==> config.mk <==
export PLATFORM = sky130hd
export DESIGN_NAME = scf_regs
export DESIGN_NICKNAME = d
export VERILOG_FILES = /design/src/hw/scf_pkg.sv /design/src/hw/scf_regs.sv
export SDC_FILE = /design/constraint.sdc
export NUM_CORES = 1
export LEC_CHECK = 0
export ABC_AREA = 1
export ABC_CLOCK_PERIOD_IN_PS = 3000
export BUFFER_PORTS_ARGS = -buffer_cell sky130_fd_sc_hd__buf_2
export CAP_MARGIN = 20
export CORE_MARGIN = 2
export CORE_UTILIZATION = 65
export DETAILED_ROUTE_END_ITERATION = 6
export PLACE_DENSITY = 0.8
export SKIP_CTS_REPAIR_TIMING = 1
export SLEW_MARGIN = 20
export SYNTH_ARGS = -nofsm -noshare
export SYNTH_HDL_FRONTEND = slang
export SYNTH_SLANG_ARGS = --single-unit
export TNS_END_PERCENT = 5
==> constraint.sdc <==
create_clock -name clk -period 3 [get_ports clk]
set_input_delay 0.6 -clock clk [delete_from_list [all_inputs] [get_ports clk]]
set_output_delay 0.6 -clock clk [all_outputs]
set_load 0.05 [all_outputs]
==> src/hw/scf_pkg.sv <==
// Package of the SPI front configuration register bank: offsets, field
// positions, reset values and timing counts.
// Assumes a single 100 MHz system clock shared by every user of the package.
package scf_pkg;

  // ---------------------------------------------------------------------------
  // Register byte addresses on the serial port
  // ---------------------------------------------------------------------------
  localparam logic [14:0] ADDR_IF_CFG  = 15'h0000;  // Interface configuration.
  localparam logic [14:0] ADDR_PWR_CFG = 15'h0002;  // Device power configuration.
  localparam logic [14:0] ADDR_ID_LO   = 15'h000C;  // Maker code, bits 7:0.
  localparam logic [14:0] ADDR_ID_HI   = 15'h000D;  // Maker code, bits 15:8.
  localparam logic [14:0] ADDR_USR_CFG = 15'h0010;  // User streaming configuration.

  // ---------------------------------------------------------------------------
  // Field positions and reset values
  // ---------------------------------------------------------------------------
  localparam int          BIT_SOFT_RESET = 7;
  localparam int          BIT_ASCEND     = 5;
  localparam int          BIT_SEP_OUT    = 4;
  localparam int          BIT_ADDR_HOLD  = 0;
  localparam logic [7:0]  RST_IF_CFG     = 8'h30;
  localparam logic [7:0]  RST_PWR_CFG    = 8'h00;
  localparam logic [7:0]  RST_USR_CFG    = 8'h00;
  localparam logic [1:0]  MODE_NORMAL    = 2'h0;
  localparam logic [1:0]  MODE_PWR_DOWN  = 2'h3;

  // ---------------------------------------------------------------------------
  // Frame layout
  // ---------------------------------------------------------------------------
  localparam logic [4:0]  INSTR_LAST_BIT = 5'h0F;   // 16-bit instruction phase.
  localparam logic [4:0]  DATA_LAST_BIT  = 5'h07;   // 8-bit data bytes.
  localparam int          BIT_READ       = 15;      // Read/write flag in instruction.

  // ---------------------------------------------------------------------------
  // Timing
  // ---------------------------------------------------------------------------
  localparam int          CLK_PERIOD_NS     = 10;
  localparam int          SOFT_RESET_NS     = 750;
  // Longest internal reset, rounded down to whole cycles.
  localparam int          SOFT_RESET_CYCLES = SOFT_RESET_NS / CLK_PERIOD_NS;
  localparam logic [7:0]  SOFT_RESET_COUNT  = 8'(SOFT_RESET_CYCLES);

  typedef enum logic {
    SCF_INSTR,
    SCF_DATA
  } scf_phase_t;

endpackage : scf_pkg

==> src/hw/scf_regs.sv <==
// SPI slave and front configuration registers: soft reset, streaming address
// direction and hold, separate read output flag, power mode and maker code.
// Assumes the serial pins are asynchronous to clk and the serial clock runs
// at most one eighth of clk; mode 0 framing (sample on rise, shift on fall).
//
// Operation
// - Writing one to interface bit 7 resets the whole chip and every register.
// - The soft reset bit clears itself after the internal reset completes.
// - Bit 5, reset one, makes streaming addresses ascend; zero makes them descend.
// - Read data only on the separate output; bit 4 always reads one.
// - Power mode bits 1:0: zero normal, three full power down, others reserved.
// - Sixteen-bit read-only maker code at 0xC, never changed by writes.
// - Address hold bit 0 keeps streaming address fixed; zero defers to direction.
`timescale 1ns/1ps
`default_nettype none

module scf_regs #(
  parameter logic [15:0] MAKER_CODE = 16'hA5C3  // Arbitrary neutral value.
) (
  input  wire logic       clk,             // 100 MHz system clock.
  input  wire logic       rstn,            // Asynchronous reset, active low.
  input  wire logic       spi_sclk,        // Serial clock from host.
  input  wire logic       spi_csn,         // Chip select, active low.
  input  wire logic       spi_sdi,         // Serial data in.
  output var  logic       spi_sdo,         // Serial read data out.
  output var  logic       spi_sdo_oe,      // High while read data is driven.
  output var  logic       chip_soft_reset, // High while the internal reset runs.
  output var  logic [1:0] power_mode,      // Power mode field.
  output var  logic       full_power_down  // High in full power down.
);

  // ---------------------------------------------------------------------------
  // Pin synchronisers
  // ---------------------------------------------------------------------------
  logic       sclk_s1, sclk_s2, sclk_s3;
  logic       csn_s1, csn_s2;
  logic       sdi_s1, sdi_s2;
  logic       sclk_rise, sclk_fall;

  // Two flip-flops per pin, plus one delayed copy of the clock for edges.
  always_ff @(posedge clk or negedge rstn) begin
    if (!rstn) begin
      sclk_s1 <= 1'b0;
      sclk_s2 <= 1'b0;
      sclk_s3 <= 1'b0;
      csn_s1  <= 1'b1;
      csn_s2  <= 1'b1;
      sdi_s1  <= 1'b0;
      sdi_s2  <= 1'b0;
    end else begin
      sclk_s1 <= spi_sclk;
      sclk_s2 <= sclk_s1;
      sclk_s3 <= sclk_s2;
      csn_s1  <= spi_csn;
      csn_s2  <= csn_s1;
      sdi_s1  <= spi_sdi;
      sdi_s2  <= sdi_s1;
    end
  end

  assign sclk_rise = sclk_s2 & ~sclk_s3;
  assign sclk_fall = ~sclk_s2 & sclk_s3;

  // ---------------------------------------------------------------------------
  // Soft reset sequencer
  // ---------------------------------------------------------------------------
  logic [7:0] srst_cnt_reg;
  logic       srst_active;
  logic       wr_pulse_reg;
  logic [14:0] wr_addr_reg;
  logic [7:0] wr_data_reg;

  assign srst_active = (srst_cnt_reg != 8'h00);

  // Loads the hold count on a soft reset write and counts down to release.
  always_ff @(posedge clk or negedge rstn) begin
    if (!rstn) begin
      srst_cnt_reg <= 8'h00;
    end else if (srst_active) begin
      srst_cnt_reg <= srst_cnt_reg - 8'h01;
    end else if (wr_pulse_reg && wr_addr_reg == scf_pkg::ADDR_IF_CFG
                 && wr_data_reg[scf_pkg::BIT_SOFT_RESET]) begin
      srst_cnt_reg <= scf_pkg::SOFT_RESET_COUNT;
    end
  end

  assign chip_soft_reset = srst_active;

  // ---------------------------------------------------------------------------
  // Configuration registers
  // ---------------------------------------------------------------------------
  logic [7:0] if_cfg_reg;
  logic [7:0] pwr_cfg_reg;
  logic [7:0] usr_cfg_reg;

  // Byte writes land one cycle after the byte completes; soft reset restores all.
  always_ff @(posedge clk or negedge rstn) begin
    if (!rstn) begin
      if_cfg_reg  <= scf_pkg::RST_IF_CFG;
      pwr_cfg_reg <= scf_pkg::RST_PWR_CFG;
      usr_cfg_reg <= scf_pkg::RST_USR_CFG;
    end else if (srst_active) begin
      if_cfg_reg  <= scf_pkg::RST_IF_CFG;
      pwr_cfg_reg <= scf_pkg::RST_PWR_CFG;
      usr_cfg_reg <= scf_pkg::RST_USR_CFG;
    end else if (wr_pulse_reg) begin
      unique case (wr_addr_reg)
        scf_pkg::ADDR_IF_CFG: begin
          // Soft reset bit is not stored and bit 4 is fixed high.
          if_cfg_reg <= {1'b0, wr_data_reg[6:5], 1'b1, wr_data_reg[3:0]};
        end
        scf_pkg::ADDR_PWR_CFG: pwr_cfg_reg <= wr_data_reg;
        scf_pkg::ADDR_USR_CFG: usr_cfg_reg <= wr_data_reg;
        default: begin
          // Maker code and unmapped addresses ignore writes.
        end
      endcase
    end
  end

  assign power_mode      = pwr_cfg_reg[1:0];
  assign full_power_down = (pwr_cfg_reg[1:0] == scf_pkg::MODE_PWR_DOWN);

  // Read view of one byte; soft reset bit reads back the live reset state.
  function automatic logic [7:0] read_byte(input logic [14:0] a);
    logic [7:0] v;
    v = 8'h00;
    unique case (a)
      scf_pkg::ADDR_IF_CFG:  v = {srst_active, if_cfg_reg[6:5], 1'b1, if_cfg_reg[3:0]};
      scf_pkg::ADDR_PWR_CFG: v = pwr_cfg_reg;
      scf_pkg::ADDR_ID_LO:   v = MAKER_CODE[7:0];
      scf_pkg::ADDR_ID_HI:   v = MAKER_CODE[15:8];
      scf_pkg::ADDR_USR_CFG: v = usr_cfg_reg;
      default:               v = 8'h00;
    endcase
    return v;
  endfunction : read_byte

  // ---------------------------------------------------------------------------
  // Serial frame engine
  // ---------------------------------------------------------------------------
  scf_pkg::scf_phase_t phase_reg;
  logic [4:0]  bit_cnt_reg;
  logic [15:0] shin_reg;
  logic [14:0] addr_reg;
  logic        is_read_reg;
  logic [7:0]  shout_reg;
  logic [14:0] addr_step;
  logic [14:0] instr_addr;
  logic        instr_read;

  // Next streaming address: hold wins, else direction bit decides.
  always_comb begin
    if (usr_cfg_reg[scf_pkg::BIT_ADDR_HOLD]) begin
      addr_step = addr_reg;
    end else if (if_cfg_reg[scf_pkg::BIT_ASCEND]) begin
      addr_step = addr_reg + 15'h0001;
    end else begin
      addr_step = addr_reg - 15'h0001;
    end
  end

  assign instr_addr = {shin_reg[13:0], sdi_s2};
  assign instr_read = shin_reg[scf_pkg::BIT_READ - 1];

  // Instruction capture, byte counting and address stepping.
  always_ff @(posedge clk or negedge rstn) begin
    if (!rstn) begin
      phase_reg   <= scf_pkg::SCF_INSTR;
      bit_cnt_reg <= 5'h00;
      shin_reg    <= 16'h0000;
      addr_reg    <= 15'h0000;
      is_read_reg <= 1'b0;
    end else if (csn_s2 || srst_active) begin
      phase_reg   <= scf_pkg::SCF_INSTR;
      bit_cnt_reg <= 5'h00;
    end else if (sclk_rise) begin
      shin_reg <= {shin_reg[14:0], sdi_s2};
      unique case (phase_reg)
        scf_pkg::SCF_INSTR: begin
          if (bit_cnt_reg == scf_pkg::INSTR_LAST_BIT) begin
            phase_reg   <= scf_pkg::SCF_DATA;
            addr_reg    <= instr_addr;
            is_read_reg <= instr_read;
            bit_cnt_reg <= 5'h00;
          end else begin
            bit_cnt_reg <= bit_cnt_reg + 5'h01;
          end
        end
        scf_pkg::SCF_DATA: begin
          if (bit_cnt_reg == scf_pkg::DATA_LAST_BIT) begin
            addr_reg    <= addr_step;
            bit_cnt_reg <= 5'h00;
          end else begin
            bit_cnt_reg <= bit_cnt_reg + 5'h01;
          end
        end
      endcase
    end
  end

  // Write strobe issued once per completed write data byte.
  always_ff @(posedge clk or negedge rstn) begin
    if (!rstn) begin
      wr_pulse_reg <= 1'b0;
      wr_addr_reg  <= 15'h0000;
      wr_data_reg  <= 8'h00;
    end else begin
      wr_pulse_reg <= !csn_s2 && !srst_active && sclk_rise && !is_read_reg
                      && phase_reg == scf_pkg::SCF_DATA
                      && bit_cnt_reg == scf_pkg::DATA_LAST_BIT;
      if (sclk_rise) begin
        wr_addr_reg <= addr_reg;
        wr_data_reg <= {shin_reg[6:0], sdi_s2};
      end
    end
  end

  // Read shifter: the output only moves after a serial clock fall, so the host
  // samples a settled bit on the next rise. The first fall of each byte loads
  // it from the working address; the other seven falls shift it.
  always_ff @(posedge clk or negedge rstn) begin
    if (!rstn) begin
      shout_reg  <= 8'h00;
      spi_sdo_oe <= 1'b0;
    end else if (csn_s2 || srst_active) begin
      shout_reg  <= 8'h00;
      spi_sdo_oe <= 1'b0;
    end else if (sclk_rise && phase_reg == scf_pkg::SCF_INSTR
                 && bit_cnt_reg == scf_pkg::INSTR_LAST_BIT) begin
      spi_sdo_oe <= instr_read;
    end else if (sclk_fall && phase_reg == scf_pkg::SCF_DATA
                 && bit_cnt_reg == 5'h00) begin
      shout_reg <= read_byte(addr_reg);
    end else if (sclk_fall && phase_reg == scf_pkg::SCF_DATA) begin
      shout_reg <= {shout_reg[6:0], 1'b0};
    end
  end

  assign spi_sdo = shout_reg[7] & spi_sdo_oe;

endmodule : scf_regs

`default_nettype wire

Word level (Yosys, flattened, before mapping)
Cells that the tools add are included.
Word-level totals
  bits in registers: 108
  input bits: 5
  output and inout port bits: 6
  logic and storage cells: 111
Operators by class
  add/subtract/negate cells: 4
  equality and inequality tests: 13
  multiplexer cells: 32
  bitwise gates (word level): 7
  reductions and logical operators: 34
Operators with widths (number)
  2-to-1 mux 8 bit: 12
  2-to-1 mux 15 bit: 4
  one-hot mux 8 bit (5 select lines): 1
  == test 15 x 2 -> 1 bit (second input constant): 2
  == test 15 x 4 -> 1 bit (second input constant): 2
  == test 15 x 5 -> 1 bit (second input constant): 2
  zero test 15 bit: 2
  one-hot mux 15 bit (2 select lines): 1
  2-to-1 mux 7 bit: 3
  2-to-1 mux 5 bit: 4
  adder 15 x 1 -> 15 bit (second input constant): 1
  subtractor 15 x 1 -> 15 bit (second input constant): 1
  nonzero test 2 bit: 7
  logical AND 1 bit: 11
  one-hot mux 5 bit (2 select lines): 1
  AND reduction 2 bit: 5
  nonzero test 8 bit: 1
  subtractor 8 x 1 -> 8 bit (second input constant): 1
  2-to-1 mux 1 bit: 6
  != test 2 bit (second input constant): 3
  adder 5 x 1 -> 5 bit (second input constant): 1
  == test 5 x 3 -> 1 bit (second input constant): 1
  == test 5 x 4 -> 1 bit (second input constant): 1
  zero test 5 bit: 1
  other kinds (9): 16

Longest topological paths before layout
Gate-level depths: netlist (run 1).
  word-level depth: 7
  gate-level depth with buffers: 13
  mapped depth without buffers: 13

Worst setup path before layout (run 1)
Ideal clock, no wire load.
  path kind: flip-flop to flip-flop
  start point: register if_cfg_reg[5]
  end point: register addr_reg[13]
  library setup time: 117 ps
  arrival: 1839 ps
  required time: 2883 ps
  slack: 1045 ps
  stages on the path, launching flop included: 11
  buffers on the path: 0
  period minus slack after synthesis: 1955 ps
  path through: dfstp_2 > inv_1 > ha_1 > inv_1 > nor3_1 > and2_1 > nand2_1 > nand3_1 > nand3_1 > nand2_1 > nand2_1
Between the ends
  word-level cells in the longest chain between the ends: 4
Ends and longest elaborated chain
  start, declared: RTL line scf_regs.sv:92  | logic [7:0] if_cfg_reg;
  start signal, assigned: RTL line scf_regs.sv:99  | if_cfg_reg <= scf_pkg::RST_IF_CFG;
  start signal, assigned: RTL line scf_regs.sv:103  | if_cfg_reg <= scf_pkg::RST_IF_CFG;
  start signal, assigned: RTL line scf_regs.sv:110  | if_cfg_reg <= {1'b0, wr_data_reg[6:5], 1'b1, wr_data_reg[3:0]};
  2-to-1 mux 15 bit: RTL line scf_regs.sv:156  | end else if (if_cfg_reg[scf_pkg::BIT_ASCEND]) begin
  2-to-1 mux 15 bit: RTL line scf_regs.sv:154  | if (usr_cfg_reg[scf_pkg::BIT_ADDR_HOLD]) begin
  2-to-1 mux 15 bit: RTL line scf_regs.sv:191  | if (bit_cnt_reg == scf_pkg::DATA_LAST_BIT) begin
  one-hot mux 15 bit (2 select lines): RTL line scf_regs.sv:179  | unique case (phase_reg)
  end signal, assigned: RTL line scf_regs.sv:183  | addr_reg <= instr_addr;
  end signal, assigned: RTL line scf_regs.sv:192  | addr_reg <= addr_step;
  end, declared: RTL line scf_regs.sv:145  | logic [14:0] addr_reg;
Every way passes these cells. The select of a mux whose other input is x is not followed.
A chain may end at the register's enable or synchronous reset.

Worst setup path in the final report (run 1)
  start point: register srst_cnt_reg[0]
  end point: output chip_soft_reset
Between the ends
  word-level cells in the longest chain between the ends: 1
Ends and longest elaborated chain
  start, declared: RTL line scf_regs.sv:67  | logic [7:0] srst_cnt_reg;
  start signal, assigned: RTL line scf_regs.sv:80  | srst_cnt_reg <= srst_cnt_reg - 8'h01;
  start signal, assigned: RTL line scf_regs.sv:83  | srst_cnt_reg <= scf_pkg::SOFT_RESET_COUNT;
  nonzero test 8 bit: RTL line scf_regs.sv:73  | assign srst_active = (srst_cnt_reg != 8'h00);
  end, declared: RTL line scf_regs.sv:27  | output var logic chip_soft_reset,
Every way passes these cells.

==> reports/metrics.cfg, run 1 <==
[status]
status=complete, no violations

[detailed_routing]
highest_layer=met4
met2_length_um=6210
wl_um=13000
wire_per_inst_um=14.9
via_per_inst=5.66
drtIter0Drc=303
dr_wl_met3_um=661
vias=4953
ant_nets=0
drc=0
drt-met1-wl_um=5780
drtPass1Iterations=5

[placed_design]
dp_hpwl_um=9630
dpl_worst_slack_ns=0.747
dp_cells=859
dpl_cell_area_um2=5920
port_buffers=10
routabilityCongestion=0.986

[synthesis]
yosysWarnings=0
synth_top_family_by_area=simple AND/OR/NAND/NOR gates
synth_compound_gate_area_share=0.0912
syn-num-nets=777
synth_common_cells=nand2_1, dfrtp_1, inv_1, nand3_1, o21ai_0
synth_edf_count=0
synth_area_um2=5750
synth_top_area_cell=dfrtp_1
synthTopCellsByArea=dfrtp_1, nand2_1, nand3_1
ys_seq_elements=107
ys_seq_area_frac=0.466
synthAdderAreaFrac=0.0448
synth.distinct_cells=37
avgSynthCellArea_um2=7.65
synth-xor-area-share=0.0183
async_flop_share=1.00
synthFlopType=dfrtp_1
muxShareOfSynthArea=0
synth_simple_gate_area_share=0.306
yosysMostFrequentCell=nand2_1
yosysTopAreaCellShare=0.453
netlist_instances=752

[global_route]
grt_pass1_wl_um=22300
antenna_found_initial=0
overflow=0
grt_pass1_vias=4706
grt.total_usage=0.289
grt_max_degree=53

[clock_network]
cts_tree=done
cts.sinks=107
clkLatencyLatePin_ns=0.38
clkSlewWorstSetupHoldPaths_ns=0.11
numCtsBuffers=9
htreeDepth=3
cts_root_buf=clkbuf_8
clockBufferDepth=2

[worst_setup_path]
critical_path.slowest_cell=dfrtp_1
crit_path_cell_trace=inv_1, ha_1, nand3_1, inv_1, nand2_4, buf_2
worstRegToRegCells=12
r2r_end=addr_reg[10]
path_class=reg2out
critPathMaxStageDelay_ns=0.37
crit_path_max_fanout=6
r2r_slack_ns=0.71
r2r_start=if_cfg_reg[5]
worstPathRequired_ns=2.40
endpoint=chip_soft_reset
cp-startpoint=srst_cnt_reg[0]
critPathLaunchType=register
crit_path_frequent_cell=inv_1
end_kind=primary output
crit_arrival_ns=1.70

[timing]
setup_slack_ns=0.704
fmax_mhz=435
fin_crit_sh=0.765
max_slew.worst_pin.slew_ns=0.621
period_needed_ns=2.30
maxSlewHeadroom=0.586
hold_slack_ns=0.118
setup_viol=0
hold_viol=0
slew_viol_final=0
finClkSkew_ns=0.0105
rsz0062_at_grt=no
finalSetupTns_ns=0

[power_and_ir_drop]
power.internal_mw=1.86
power.density_nw_per_um2=416
sequentialPowerShare=0.607
p_switching_mw=0.678
pwr-share-comb=0.061
clkPwrFrac=0.332
power.leakage_nw=3.19
finalPower_mw=2.54
p_sw_frac=0.267
peakVddDrop_mv=0.246

[cells_and_area]
layout-drive-gt1-share=0.0691
stdcell_count=875
nFillCells=700
syn_to_final_growth_pct=6.22
regArea_um2=2680
fin_area_um2=6110
antenna_cells=0
multi_input_area_um2=2650
fin_nets=787
fin_util=0.707

[die]
placement_rows=34
io_pins=11
die_w_um=98.0
die_area_um2=9610
core_um2=8640
dieHeight_um=98.0
initial_core_util=0.666

[hold_path]
min_path_type=in2async

[run]
cap_violations=0

## per-layer routing
metal,vias up,global-route usage
li1,2425,-
met1,2342,0.401
met2,162,0.458
met3,24,0.0437
met4,0,0.121
met5,-,0
## cells by family after synthesis
family / after synthesis
buffers and inverters: 108
AO/OA/AOI/OAI: 103
adder cells (fa/ha/maj): 20
XOR/XNOR: 12
flip-flops: 107
AND/OR/NAND/NOR: 402
## worst min path at each step
stage,start,end,slack (ns),depth (start not counted)
after floorplan,rstn,addr_reg[0],0.30,0
after global placement,sclk_s1,sclk_s2,0.33,0
after detailed placement,sclk_s1,sclk_s2,0.34,0
after CTS,rstn,pwr_cfg_reg[0],0.12,1
after global routing,rstn,shout_reg[5],0.12,1
final,rstn,pwr_cfg_reg[5],0.12,1
## layout make-up
class | instances | area share
sequential | 107 | 0.439
timing repair buffer | 17 | 0.0193
multi-input combinational | 537 | 0.434
clock buffer | 10 | 0.0209
inverter | 90 | 0.0553
clock inverter | 6 | 0.00983
tap | 108 | 0.0221
## power by group through the flow
stage	combinational (mW)	clock, mW	sequential (mW)
finish	0.155	0.844	1.54
global route	0.183	0.907	1.55
CTS	0.157	0.854	1.54
detailed placement	0.156	0	1.57
global placement	0.150	0	1.56
floorplan	0.0906	0	1.55
## worst max-delay path: cells and delay by family, from the launching register on
kind                     cells  cell delay [ns]
adder cells (fa/ha/maj)      1             0.19
buffers and inverters        3             0.45
flip-flops                   1             0.37
AND/OR/NAND/NOR              2             0.31
## placed cells by master, fill, tap and decap left out, drive strengths merged, types with 2 or more instances in the layout
cell      Yosys  final
a21oi        23     23
and2          2      2
buf           9     17
clkbuf        9     10
clkinv        1      3
clkinvlp      0      2
dfrtp       104    104
dfstp         3      3
ha           19     19
inv          89     91
nand2       245    245
nand3        71     71
nand4        10     10
nor2         57     57
nor3         12     12
o21ai        75     75
o22ai         2      2
xnor2         4      4
xor2          8      8
No activity file was read; power rests on OpenSTA's default activity.
==> run 2, diff against run 1 <==
ABC_CLOCK_PERIOD_IN_PS = 1900   (was 3000)
CORE_UTILIZATION = 57   (was 65)
PLACE_DENSITY = 0.74   (was 0.8)
clock period = 1.9 ns   (was 3 ns; I/O delays follow)
==> reports/metrics.cfg, run 2 (synthesis results as in run 1) <==
[status]
status=finished, violations left
failed_checks=setup timing

[worst_setup_path]
crit_family=simple AND/OR/NAND/NOR gates
worstPathRequired_ns=2.18  ; -0.22 ns
crit_path_cell_trace=clkinvlp_4, buf_12, buf_6, ha_4, nand2_1, inv_2, nand2_2, nand2_4, nand2_2, nand3_1, nand3_1, nand2_1, nand2_1
crit_buf_inv=4  ; +1
worstRegToRegCells=13  ; +1
cp.depth=13  ; +7
critical_path.slowest_cell=dfstp_2
critPathMaxStageDelay_ns=0.57  ; +0.20 ns
r2r_start=if_cfg_reg[5]
end_kind=register
crit_path_max_fanout=7  ; +1
crit_path_frequent_cell=nand2_1
r2r_slack_ns=-0.15  ; -0.86 ns
crit_arrival_ns=2.33  ; +0.63 ns
r2r_end=addr_reg[13]
critPathLaunchType=register
path_class=reg2reg

[cells_and_area]
nFillCells=765  ; +9.3%
final_common_cell=nand2_1
syn_to_final_growth_pct=23.1
fin_area_um2=7080  ; +16%
antenna_cells=0  ; unchanged
layout_common_cells=nand2_1, dfrtp_1, inv_1
fin_nets=843  ; +7.1%
layout-drive-gt1-share=0.241  ; +0.171
fin_util=0.724  ; +0.0170

[placed_design]
dpl_cell_area_um2=6320  ; +6.8%
dp_hpwl_um=10500  ; +8.6%
routabilityCongestion=0.951  ; -3.6%
port_buffers=10  ; unchanged

[global_route]
antenna_found_initial=0  ; unchanged
grt.total_usage=0.269  ; -0.0193
overflow=0  ; unchanged
grt_pass1_wl_um=23500  ; +5.7%
grt_max_degree=37  ; -30%
grt_pass1_vias=5053  ; +7.4%

[clock_network]
clockBufferDepth=2  ; unchanged
cts.sinks=107  ; unchanged
cts_root_buf=clkbuf_8
htreeDepth=3  ; unchanged
clkLatencyLatePin_ns=0.38  ; about the same
cts_tree=done
numCtsBuffers=9  ; unchanged
clkSlewWorstSetupHoldPaths_ns=0.11  ; about the same

[timing]
maxSlewHeadroom=0.659  ; +0.0731
fin_crit_sh=1.08
rsz0062_at_grt=yes
setup_viol=13  ; +13
hold_viol=0  ; unchanged
max_slew.worst_pin.slew_ns=0.509  ; -0.112 ns
finalSetupTns_ns=-1.44  ; -1.44 ns
hold_slack_ns=0.0877  ; -0.0298 ns
period_needed_ns=2.05
finClkSkew_ns=0.0124  ; +0.00196 ns
slew_viol_final=0  ; unchanged
fmax_mhz=487
setup_slack_ns=-0.153  ; -0.857 ns

[power_and_ir_drop]
power.density_nw_per_um2=600  ; +44%
power.leakage_nw=3.57  ; +12%
finalPower_mw=4.25  ; +67%
peakVddDrop_mv=0.515  ; +110%

[run]
cap_violations=0  ; unchanged

[detailed_routing]
drc=0  ; unchanged
wire_per_inst_um=15.6  ; +5.0%
ant_nets=0  ; unchanged
via_per_inst=5.49  ; -3.0%
drtPass1Iterations=5  ; unchanged
wl_um=14900  ; +15%
vias=5249  ; +6.0%
drtIter0Drc=408  ; +35%

[die]
die_area_um2=10900  ; +13%
io_pins=11  ; unchanged
initial_core_util=0.588  ; -0.0776
die_w_um=104  ; +6.5%
placement_rows=36  ; +5.9%
core_um2=9770  ; +13%
dieHeight_um=104  ; +6.5%

[hold_path]
min_from=spi_csn
holdPathStages=1
min_path_type=in2reg
holdPathEnd=csn_s1

run 2: cell types whose count changed in the layout (fill, tap and decap cells not counted), moves of 8 or more:
cell and change:
ha_4 +13, buf_4 +50, nand2_2 +25, ha_1 -14, nand2_1 -31, inv_1 -17, inv_2 +16, nand3_1 -8
run 2: worst max-delay path by stage:
stage                             start           end
after floorplan           if_cfg_reg[5]  addr_reg[13]
after global placement    if_cfg_reg[5]  addr_reg[14]
after detailed placement  if_cfg_reg[5]  addr_reg[13]
after CTS                 if_cfg_reg[5]  addr_reg[14]
after global routing      if_cfg_reg[5]  addr_reg[13]
final                     if_cfg_reg[5]  addr_reg[13]
run 2: where the power goes:
| part | switching [mW] | leakage, nW | internal [mW] | total, mW |
|---|---|---|---|---|
| Combinational | 0.185 | 2.00 | 0.0769 | 0.262 |
| Sequential | 0.0727 | 1.46 | 2.36 | 2.44 |
| Clock | 0.802 | 0.107 | 0.748 | 1.55 |
run 2: per-stage QoR:
| step | worst slack, ns | cells |
|---|---|---|
| floorplan | -0.0554 | 752 |
| global placement | -0.138 | 932 |
| detailed placement | -0.218 | 932 |
| CTS | -0.240 | 948 |
| global route | -0.252 | 956 |
| finish | -0.153 | 956 |
run 2: cell type report:
cell class	count	area, µm²	share of cell area
timing repair buffer	73	592	0.0836
clock inverter	6	90.1	0.0127
multi-input combinational	537	3080	0.435
tap	133	166	0.0235
inverter	90	345	0.0488
sequential	107	2680	0.379
clock buffer	10	128	0.0180
run 2: worst reg2reg max path: stages, from the launching register on:
cell and delay (ns):
dfstp_2 0.57, clkinvlp_4 0.13, buf_12 0.18, buf_6 0.12, ha_4 0.29, nand2_1 0.07, inv_2 0.07, nand2_2 0.07
nand2_4 0.11, nand2_2 0.07, nand3_1 0.08, nand3_1 0.08, nand2_1 0.07, nand2_1 0.04
run 2: layer usage:
metal,wire length (µm),global-route usage,vias to the layer above
met5,0,0,-
met4,459,0.112,0
met3,536,0.0482,36
met2,7400,0.437,133
met1,6530,0.357,2535
li1,-,-,2545
